## src/shared/power_mode_pkg.sv

```systemverilog
// constants and types for the power mode controller
package power_mode_pkg;
  localparam int unsigned NUM_PINS   = 8;
  localparam int unsigned SYNC_DEPTH = 2;
  // fast clock settle time after restart, in ns
  localparam int unsigned FAST_SETTLE_NS     = 100;
  localparam int unsigned CLK_PERIOD_NS      = 5;
  localparam int unsigned FAST_SETTLE_CYCLES =
    (FAST_SETTLE_NS + CLK_PERIOD_NS - 1) / CLK_PERIOD_NS;
  localparam logic [7:0] SETTLE_LOAD = 8'(FAST_SETTLE_CYCLES - 1);
  localparam logic [7:0] SETTLE_ZERO = 8'h00;

  typedef enum logic [2:0] {
    MODE_ACTIVE     = 3'b000,
    MODE_IDLE       = 3'b001,
    MODE_STBY_ENTER = 3'b010,
    MODE_STANDBY    = 3'b011,
    MODE_STBY_WAKE  = 3'b100,
    MODE_SHUTDOWN   = 3'b101,
    MODE_HELD       = 3'b110
  } mode_t;

  typedef enum logic [1:0] {
    REQ_NONE     = 2'b00,
    REQ_IDLE     = 2'b01,
    REQ_STANDBY  = 2'b10,
    REQ_SHUTDOWN = 2'b11
  } req_t;

  typedef enum logic [1:0] {
    CAUSE_POWER_ON = 2'b00,
    CAUSE_RESET_PIN = 2'b01,
    CAUSE_PIN_WAKE = 2'b10
  } cause_t;
endpackage

```

## src/rtl/power_mode_controller.sv

```systemverilog
// power mode sequencer: modes, clock and domain gating, wake, pin latch, reset cause
// Behaviour
// - active: processor clocked, enabled peripherals run normally
// - idle: processor core and memory clock stopped, peripherals may run
// - any interrupt in idle returns to active
// - standby: only the always-on and sensor domains stay powered
// - standby exits only on external wake, clock event or sensor event
// - standby wake resumes processor in place, retained peripherals keep setup
// - all I/O pins held latched during standby
// - shutdown: everything off, I/O pins held at pre-entry value
// - level change on a shutdown wake pin wakes device as reset
// - reset cause recorded: pin wake, reset pin, or power-on
// - across shutdown only latched I/O and flash survive
// - fast clock runs in active and idle, stops in standby and shutdown
// - medium clock runs active and idle, optional standby, off in shutdown
// - slow clock runs except in shutdown and held reset
// - retention full active/idle, partial standby, none shutdown or held reset
// - reset pin honoured in every mode
`timescale 1ns/1ps
module power_mode_controller (
  input  wire logic                                ref_clk,
  input  wire logic                                rstn,
  input  wire power_mode_pkg::req_t                modeReq,
  input  wire logic                                medClkInStandby,
  input  wire logic                                irqAny,
  input  wire logic                                extWake,
  input  wire logic                                rtcEvent,
  input  wire logic                                sensorEvent,
  input  wire logic                                resetPinN,
  input  wire logic [power_mode_pkg::NUM_PINS-1:0] wakePinEn,
  input  wire logic [power_mode_pkg::NUM_PINS-1:0] pinIn,
  input  wire logic                                fastClkReady,
  output logic                                     cpuClkEn,
  output logic                                     memClkEn,
  output logic                                     periphClkEn,
  output logic                                     periphPowerEn,
  output logic                                     alwaysOnPowerEn,
  output logic                                     sensorPowerEn,
  output logic                                     mainFastClockEn,
  output logic                                     mediumSpeedClockEn,
  output logic                                     slowSystemClockEn,
  output logic                                     ioLatchEn,
  output logic [power_mode_pkg::NUM_PINS-1:0]      ioLatchVal,
  output logic                                     regRetainFull,
  output logic                                     regRetainPartial,
  output logic                                     sramRetain,
  output logic                                     sysResetReq,
  output power_mode_pkg::cause_t                   resetCause,
  output power_mode_pkg::mode_t                    modeNow
);
  import power_mode_pkg::*;

  // two-stage synchronisers; first stage feeds only the second
  logic [3:0] wakeMeta_q, wakeSync_q, wakeMeta_d, wakeSync_d;
  logic       rstPinMeta_q, rstPinSync_q;
  logic [NUM_PINS-1:0] pinMeta_q, pinSync_q;

  always_comb begin
    wakeMeta_d = {irqAny, extWake, rtcEvent, sensorEvent};
    wakeSync_d = wakeMeta_q;
  end

  always_ff @(posedge ref_clk or negedge rstn) begin
    if (!rstn) begin
      wakeMeta_q   <= 4'h0;
      wakeSync_q   <= 4'h0;
      rstPinMeta_q <= 1'b0;
      rstPinSync_q <= 1'b0;
      pinMeta_q    <= '0;
      pinSync_q    <= '0;
    end else begin
      wakeMeta_q   <= wakeMeta_d;
      wakeSync_q   <= wakeSync_d;
      rstPinMeta_q <= ~resetPinN;
      rstPinSync_q <= rstPinMeta_q;
      pinMeta_q    <= pinIn;
      pinSync_q    <= pinMeta_q;
    end
  end

  logic irqS, extS, rtcS, sensS;
  assign {irqS, extS, rtcS, sensS} = wakeSync_q;

  // sequencer state
  mode_t               mode_q, mode_d;
  logic [7:0]          settle_q, settle_d;
  logic [NUM_PINS-1:0] latch_q, latch_d;
  logic                latchEn_q, latchEn_d;
  cause_t              cause_q, cause_d;
  logic                rstReq_q, rstReq_d;

  always_comb begin
    mode_d    = mode_q;
    settle_d  = settle_q;
    latch_d   = latch_q;
    latchEn_d = latchEn_q;
    cause_d   = cause_q;
    rstReq_d  = 1'b0;
    if (rstPinSync_q) begin
      // reset pin wins in any mode, shutdown included
      mode_d    = MODE_HELD;
      cause_d   = CAUSE_RESET_PIN;
      latchEn_d = 1'b0;
    end else begin
      case (mode_q)
        MODE_HELD: begin
          mode_d   = MODE_ACTIVE;
          rstReq_d = 1'b1;
        end
        MODE_ACTIVE: begin
          case (modeReq)
            REQ_IDLE: mode_d = MODE_IDLE;
            REQ_STANDBY, REQ_SHUTDOWN: begin
              // pins captured one cycle before domains drop for standby, in the same cycle for shutdown
              latch_d   = pinSync_q;
              latchEn_d = 1'b1;
              mode_d    = (modeReq == REQ_SHUTDOWN) ? MODE_SHUTDOWN : MODE_STBY_ENTER;
            end
            default: mode_d = MODE_ACTIVE;
          endcase
        end
        MODE_IDLE: begin
          if (irqS) mode_d = MODE_ACTIVE;
        end
        MODE_STBY_ENTER: mode_d = MODE_STANDBY;
        MODE_STANDBY: begin
          if (extS || rtcS || sensS) begin
            mode_d   = MODE_STBY_WAKE;
            settle_d = SETTLE_LOAD;
          end
        end
        MODE_STBY_WAKE: begin
          // processor stays gated until fast clock is settled
          if (settle_q != SETTLE_ZERO) settle_d = settle_q - 8'h01;
          else if (fastClkReady) begin
            mode_d    = MODE_ACTIVE;
            latchEn_d = 1'b0;
          end
        end
        MODE_SHUTDOWN: begin
          if (|(wakePinEn & (pinSync_q ^ latch_q))) begin
            mode_d    = MODE_ACTIVE;
            cause_d   = CAUSE_PIN_WAKE;
            rstReq_d  = 1'b1;
            latchEn_d = 1'b0;
          end
        end
        default: mode_d = MODE_HELD;
      endcase
    end
  end

  always_ff @(posedge ref_clk or negedge rstn) begin
    if (!rstn) begin
      mode_q    <= MODE_HELD;
      settle_q  <= SETTLE_ZERO;
      latch_q   <= '0;
      latchEn_q <= 1'b0;
      cause_q   <= CAUSE_POWER_ON;
      rstReq_q  <= 1'b1;
    end else begin
      mode_q    <= mode_d;
      settle_q  <= settle_d;
      latch_q   <= latch_d;
      latchEn_q <= latchEn_d;
      cause_q   <= cause_d;
      rstReq_q  <= rstReq_d;
    end
  end

  // mode decode; the wake state already powers domains but holds the processor
  logic isAct, isIdle, isStby, isWake, isShut;
  always_comb begin
    isAct  = (mode_q == MODE_ACTIVE);
    isIdle = (mode_q == MODE_IDLE);
    isStby = (mode_q == MODE_STANDBY) || (mode_q == MODE_STBY_ENTER);
    isWake = (mode_q == MODE_STBY_WAKE);
    isShut = (mode_q == MODE_SHUTDOWN);
  end

  always_comb begin
    cpuClkEn           = isAct;
    memClkEn           = isAct;
    periphClkEn        = isAct || isIdle;
    periphPowerEn      = isAct || isIdle || isWake || (mode_q == MODE_STBY_ENTER);
    alwaysOnPowerEn    = !isShut && (mode_q != MODE_HELD);
    sensorPowerEn      = alwaysOnPowerEn;
    mainFastClockEn    = isAct || isIdle || isWake;
    mediumSpeedClockEn = isAct || isIdle || isWake || (isStby && medClkInStandby);
    slowSystemClockEn  = alwaysOnPowerEn;
    regRetainFull      = isAct || isIdle;
    regRetainPartial   = isStby || isWake;
    sramRetain         = isAct || isIdle || isStby || isWake;
    ioLatchEn          = latchEn_q;
    ioLatchVal         = latch_q;
    sysResetReq        = rstReq_q;
    resetCause         = cause_q;
    modeNow            = mode_q;
  end

  // settle counter for the checks only; saturates so a stuck oscillator cannot wrap it
  logic [7:0] wakeCnt_q, wakeCnt_d;
  always_comb begin
    wakeCnt_d = isWake ? wakeCnt_q : SETTLE_ZERO;
    if (isWake && !(&wakeCnt_q)) wakeCnt_d = wakeCnt_q + 8'h01;
  end
  always_ff @(posedge ref_clk or negedge rstn) begin
    if (!rstn) wakeCnt_q <= SETTLE_ZERO;
    else wakeCnt_q <= wakeCnt_d;
  end
endmodule // power_mode_controller

```

## config.mk

```make
export PLATFORM = sky130hd
export DESIGN_NAME = power_mode_controller
export DESIGN_NICKNAME = d
export VERILOG_FILES = /design/src/shared/power_mode_pkg.sv /design/src/rtl/power_mode_controller.sv
export SDC_FILE = /design/constraint.sdc
export NUM_CORES = 1
export LEC_CHECK = 0
export BUFFER_PORTS_ARGS = -buffer_cell sky130_fd_sc_hd__buf_4
export CAP_MARGIN = 5
export CORE_UTILIZATION = 47
export CTS_BUF_LIST = sky130_fd_sc_hd__clkbuf_2
export DETAILED_ROUTE_END_ITERATION = 10
export PLACE_DENSITY = 0.76
export SLEW_MARGIN = 0
export SYNTH_ARGS = -nofsm -noshare
export SYNTH_HDL_FRONTEND = slang
export SYNTH_SLANG_ARGS = --single-unit
```

## constraint.sdc

```tcl
create_clock -name ref_clk -period 2 [get_ports ref_clk]
set_clock_uncertainty 0.2 [all_clocks]
set_input_delay 0.3 -clock ref_clk [delete_from_list [all_inputs] [get_ports ref_clk]]
set_output_delay 0.3 -clock ref_clk [all_outputs]
set_load 0.02 [all_outputs]
```

Word-level counts from Yosys, hierarchy flattened
Cells that the tools add are included.
{"block": "word_totals", "mem_bits_ro": 0, "latch_bits": 0, "input_bits": 27, "register_bits": 49, "mem_count": 0, "ram_bits": 0, "word_cells": 85}
{"block": "op_classes", "div": 0, "mux": 24, "eq_ne": 18, "n_reduce_logical": 26, "n_bitwise": 4, "mul": 0, "n_addsub": 1, "shift": 0, "n_lt_le_gt_ge": 0}
{"op": "3-bit two-way mux", "n": 7}
{"op": "3-bit case mux with 7 select lines", "n": 1}
{"op": "8-bit two-way mux", "n": 2}
{"op": "8-bit case mux with 2 select lines", "n": 1}
{"op": "3-bit inequality test (second input constant)", "n": 5}
{"op": "1-bit logical OR", "n": 10}
{"op": "5-bit AND reduction", "n": 2}
{"op": "3-bit equality test (second input constant)", "n": 3}
{"op": "8-bit AND", "n": 1}
{"op": "8-bit nonzero test", "n": 1}
{"op": "8-bit OR reduction", "n": 1}
{"op": "8-bit by 1-bit subtractor with 8-bit output (second input constant)", "n": 1}
{"op": "8-bit bitwise XOR", "n": 1}
{"op": "1-bit two-way mux", "n": 7}
{"op": "3-bit by 2-bit equality test with 1-bit output (second input constant)", "n": 2}
{"op": "2-bit two-way mux", "n": 3}
{"op": "3-bit by 2-bit inequality test with 1-bit output (second input constant)", "n": 2}
{"op": "3-bit case mux with 2 select lines", "n": 1}
{"op": "2-bit nonzero test", "n": 3}
{"op": "2-bit equality test (second input constant)", "n": 2}
{"op": "4-bit AND reduction", "n": 1}
{"op": "4-bit nonzero test", "n": 1}
{"op": "3-bit by 1-bit equality test with 1-bit output (second input constant)", "n": 1}
{"op": "3-bit zero test", "n": 1}
{"op": "other kinds (11)", "n": 13}

Longest topological paths before layout
{"block": "depth", "ltp_word": 6, "mapped_depth": 7}

Worst setup path before layout
OpenSTA, ideal clock, no wires.
{"block": "synth_timing", "kind": "reg-to-reg", "start": "register mode_q[1], in the netlist modeNow[1]", "end": "register latch_q[0], in the netlist ioLatchVal[0]", "t_arrival_ps": 1987, "slack_ps": -311, "period_less_slack_ps": 2311, "setup_time_ps": 125, "stages_incl_launch_ff": 5, "path_cell_list": "dfstp_2 clkbuf_1 nor3_1 nand3_1 mux2_2"}
{"block": "synth_between", "elab_chain_len": 2}
{"item": "from (decl)", "line": "power_mode_controller.sv:85", "text": "mode_t mode_q, mode_d;"}
{"item": "from (signal assigned)", "line": "power_mode_controller.sv:162", "text": "mode_q <= mode_d;"}
{"item": "3-bit zero test"}
{"item": "net cpuClkEn", "line": "power_mode_controller.sv:33", "text": "output logic cpuClkEn,"}
{"item": "3-bit AND reduction (no line)"}
{"item": "to (signal assigned)", "line": "power_mode_controller.sv:164", "text": "latch_q <= latch_d;"}
{"item": "to (decl)", "line": "power_mode_controller.sv:87", "text": "logic [NUM_PINS-1:0] latch_q, latch_d;"}
The timed path passes the listed nets, and every way through them passes these cells.
A chain may end at the register's enable or synchronous reset.

Final worst setup path
{"block": "layout_timing", "start": "register mode_q[0], in the netlist modeNow[0]", "end": "output periphPowerEn"}
{"block": "layout_between", "elab_chain_len": 4, "elab_cells_between_ends": 7}
{"item": "3-bit by 1-bit equality test with 1-bit output or 3-bit zero test (tied branches)", "line": "power_mode_controller.sv:175, power_mode_controller.sv:174"}
{"item": "1-bit logical OR (2 in series)", "line": "power_mode_controller.sv:185", "text": "periphPowerEn = isAct || isIdle || isWake || (mode_q == MODE_STBY_ENTER);"}
{"item": "1-bit logical OR *", "line": "power_mode_controller.sv:185"}
{"item": "to (decl)", "line": "power_mode_controller.sv:36", "text": "output logic periphPowerEn,"}
Every way passes the cells marked *; elsewhere a longest branch is shown, timed or not.

==> out/metrics.csv <==
metric,value,unit
vias_per_cell,5.174,
synth-seq-cells,49,
clk_latency,0.44,ns
rows,23,
finish.net_count,289,
ys_warn_count,0,
synth_top_area_share,57.61,%
wl_per_cell,13.74,µm
setup_viol,15,
r2r_slack,-0.04,ns
violations,negative setup slack,
hold_viol_final,0,
hpwl,2738,µm
timing.final.crit_share,106.6,%
grt_antenna_before_repair,0,
cts_max_level,2,
holdWs,0.05518,ns
netlist_area,1998,µm²
grt_pass1_wl,6499,µm
core_area,4029,µm²
cts_root_buf,clkbuf_2,
crit_path_max_incr_delay,0.46,ns
drt_iter0_markers,108,
grt_pass1_vias,1463,
setup-tns-final,-0.9599,ns
drive_gt1_share,42.53,%
wirelength,4274,µm
power.density,1448,nW/µm²
start_util,49.60,%
worstSetupPathType,reg2out,
ys_seq_area_share,61.55,%
vias,1609,
synthCells,171,
grt_usage,20.15,%
place_area,2491,µm²
critPathBufInv,3,
end_kind,output pin,
vdd_ir_drop_max,728.9,µV
diodes,0,
cts.sinks,49,
place.gp.congestion,0.7513,
status,"finished, violations left",
slew_headroom,60.78,%
crit_chain,buf_6 -> and2_1 -> buf_4 -> nor2_2 -> buf_4,
fillCellCount,289,
drc,0,
p_leak,1.386,nW
hold_class,in2reg,
path_max_fanout,11,
cts_tree,built,
period_minus_slack,2.133,ns
path_delay_family,flip-flops,
finalInstanceArea,2883,µm²
die_area,4516,µm²
synth_nets,200,
syn_avg_cell_area,11.69,µm²
setup_ws,-0.1329,ns
cts_inserted_buffers,5,
maxCapViolations,0,
area_growth,44.27,%
worst_pin_slew,0.5884,ns
clkTransAtPathRegs,0.26,ns
synth.largest_area_cell,dfrtp_1,
dieHeight,67.20,µm
slowest_stage,dfrtp_1,
drt-pass1-iter-count,4,
grt_max_degree,50,
cp_common_cell,buf_4,
portBuffers,53,
slew_violations,0,
die_x,67.20,µm
ys_types,37,
rsz0062_at_grt,yes,
clock_path_buffers,2,
cp-start-kind,flop,
fmax,0.4688,GHz
io_pins,54,
synthTopCellsByArea,"dfrtp_1, mux2_2, dfstp_2, xor2_1, nor2_1",
critPathRequiredTime,1.50,ns
postRouteAntennaNets,0,
cp_data_arrival_time,1.63,ns
grt.overflow.total,0,
[timing repair]
item | 4_1_cts | 5_1_grt
endpoints found under the hold margin | 60 | 0
hold buffers | 14 | 0
endpoints found under the setup margin | 13 | 32
pin swaps | 6 | 5
buffers inserted | 9 | 6
gates resized for setup | 19 | 9
[worst min-delay path, delay by kind of cell]
kind	cells	cell delay [ns]
compound gates	2	0.19
buf+inv	1	0.09
simple gates	1	0.10
[Yosys cell counts (all sizes together)]
cell type,n
nor3b,1
o21ai,9
nor4,2
a21oi,12
nor2b,1
nand4,1
clkbuf,4
a31oi,2
nor2,18
a2bb2oi,1
ha,2
a311oi,1
or3,3
nand3,6
mux2,8
nand3b,1
o31ai,3
a21o,2
a22oi,4
a32o,1
inv,10
mux2i,1
buf,6
dfstp,3
or3b,1
nand2,3
and2,2
nor3,2
a311o,1
or2,1
nand2b,2
a32oi,2
xor2,9
dfrtp,46
[per-layer routing]
metal	track usage, %	vias to the layer above	wire [µm]
met3	5.068	8	270
li1	-	768	-
met1	25.56	767	1796
met4	9.840	0	76
met5	0	-	0
met2	32.13	66	2131
[per-stage QoR]
step	power [W]	cells	util [%]	setup WS, ns
CTS	0.004048	306	69.81	-0.1534
global route	0.004425	311	71.55	-0.2217
global placement	0.003281	275	61.83	0.04854
detailed placement	0.003322	275	61.83	-0.007762
floorplan	0.002624	171	-	-0.2212
finish	0.004176	311	71.55	-0.1329
[power by group]
part	switching [W]	internal, W	total, W
logic	0.00119	0.00116	0.00236
clock network	0.000321	0.0000895	0.000411
registers	0.000178	0.00123	0.00141
[cells by family (layout without fill, tap and decap cells)]
logic type	after synthesis	after routing	synth area share (%)
DFF	49	49	61.55
and+or+nand+nor	44	44	11.27
AOI/OAI and AO/OA	38	38	12.02
buffers and inverters	20	110	4.947
xor gates and xnor gates	9	9	3.945
muxes	9	9	5.010
adders and majority gates	2	2	1.252
[sequential cells by signal (all words and copies together), names as in the netlist]
name          flops
pinMeta_q         8
resetCause        2
ioLatchVal        8
ioLatchEn         1
modeNow           3
rstPinMeta_q      1
sysResetReq       1
wakeSync_q        4
wakeMeta_q        4
settle_q          8
rstPinSync_q      1
pinSync_q         8
[path summary, 6_finish.rpt]
| check | startpoint | to | cells after the start |
|---|---|---|---|
| max | modeNow[0] | periphPowerEn | 5 |
| min | modeReq[0] | modeNow[0] | 4 |
| max reg2reg | modeNow[1] | modeNow[2] | 8 |
| min reg2reg | wakeMeta_q[1] | wakeSync_q[1] | 0 |
| max in group asynchronous | rstn | sysResetReq | 2 |
| min in group asynchronous | rstn | ioLatchVal[1] | 2 |
[cell usage in the layout (no fill, tap or decap), drive strengths merged, types with 4 or more instances in the layout]
| cell | Yosys | final |
|---|---|---|
| o21ai | 9 | 9 |
| a22oi | 4 | 4 |
| nor2 | 18 | 18 |
| dfrtp | 46 | 46 |
| clkbuf | 4 | 5 |
| a21oi | 12 | 12 |
| buf | 6 | 78 |
| inv | 10 | 10 |
| mux2 | 8 | 8 |
| xor2 | 9 | 9 |
| nand3 | 6 | 6 |
| dlygate4sd3 | 0 | 14 |
[area by class of cell]
type                    count  area [µm²]  area share, %
flip-flops and latches     49        1230          42.67
repair buffers             92       785.8          27.26
multi-input cells         102       719.4          24.96
well taps                  50       62.56          2.170
inverters                  10       37.54          1.302
clock buffers               5       25.02         0.8681
clock inverters             3       22.52         0.7813
(Power assumes the default switching activity.)
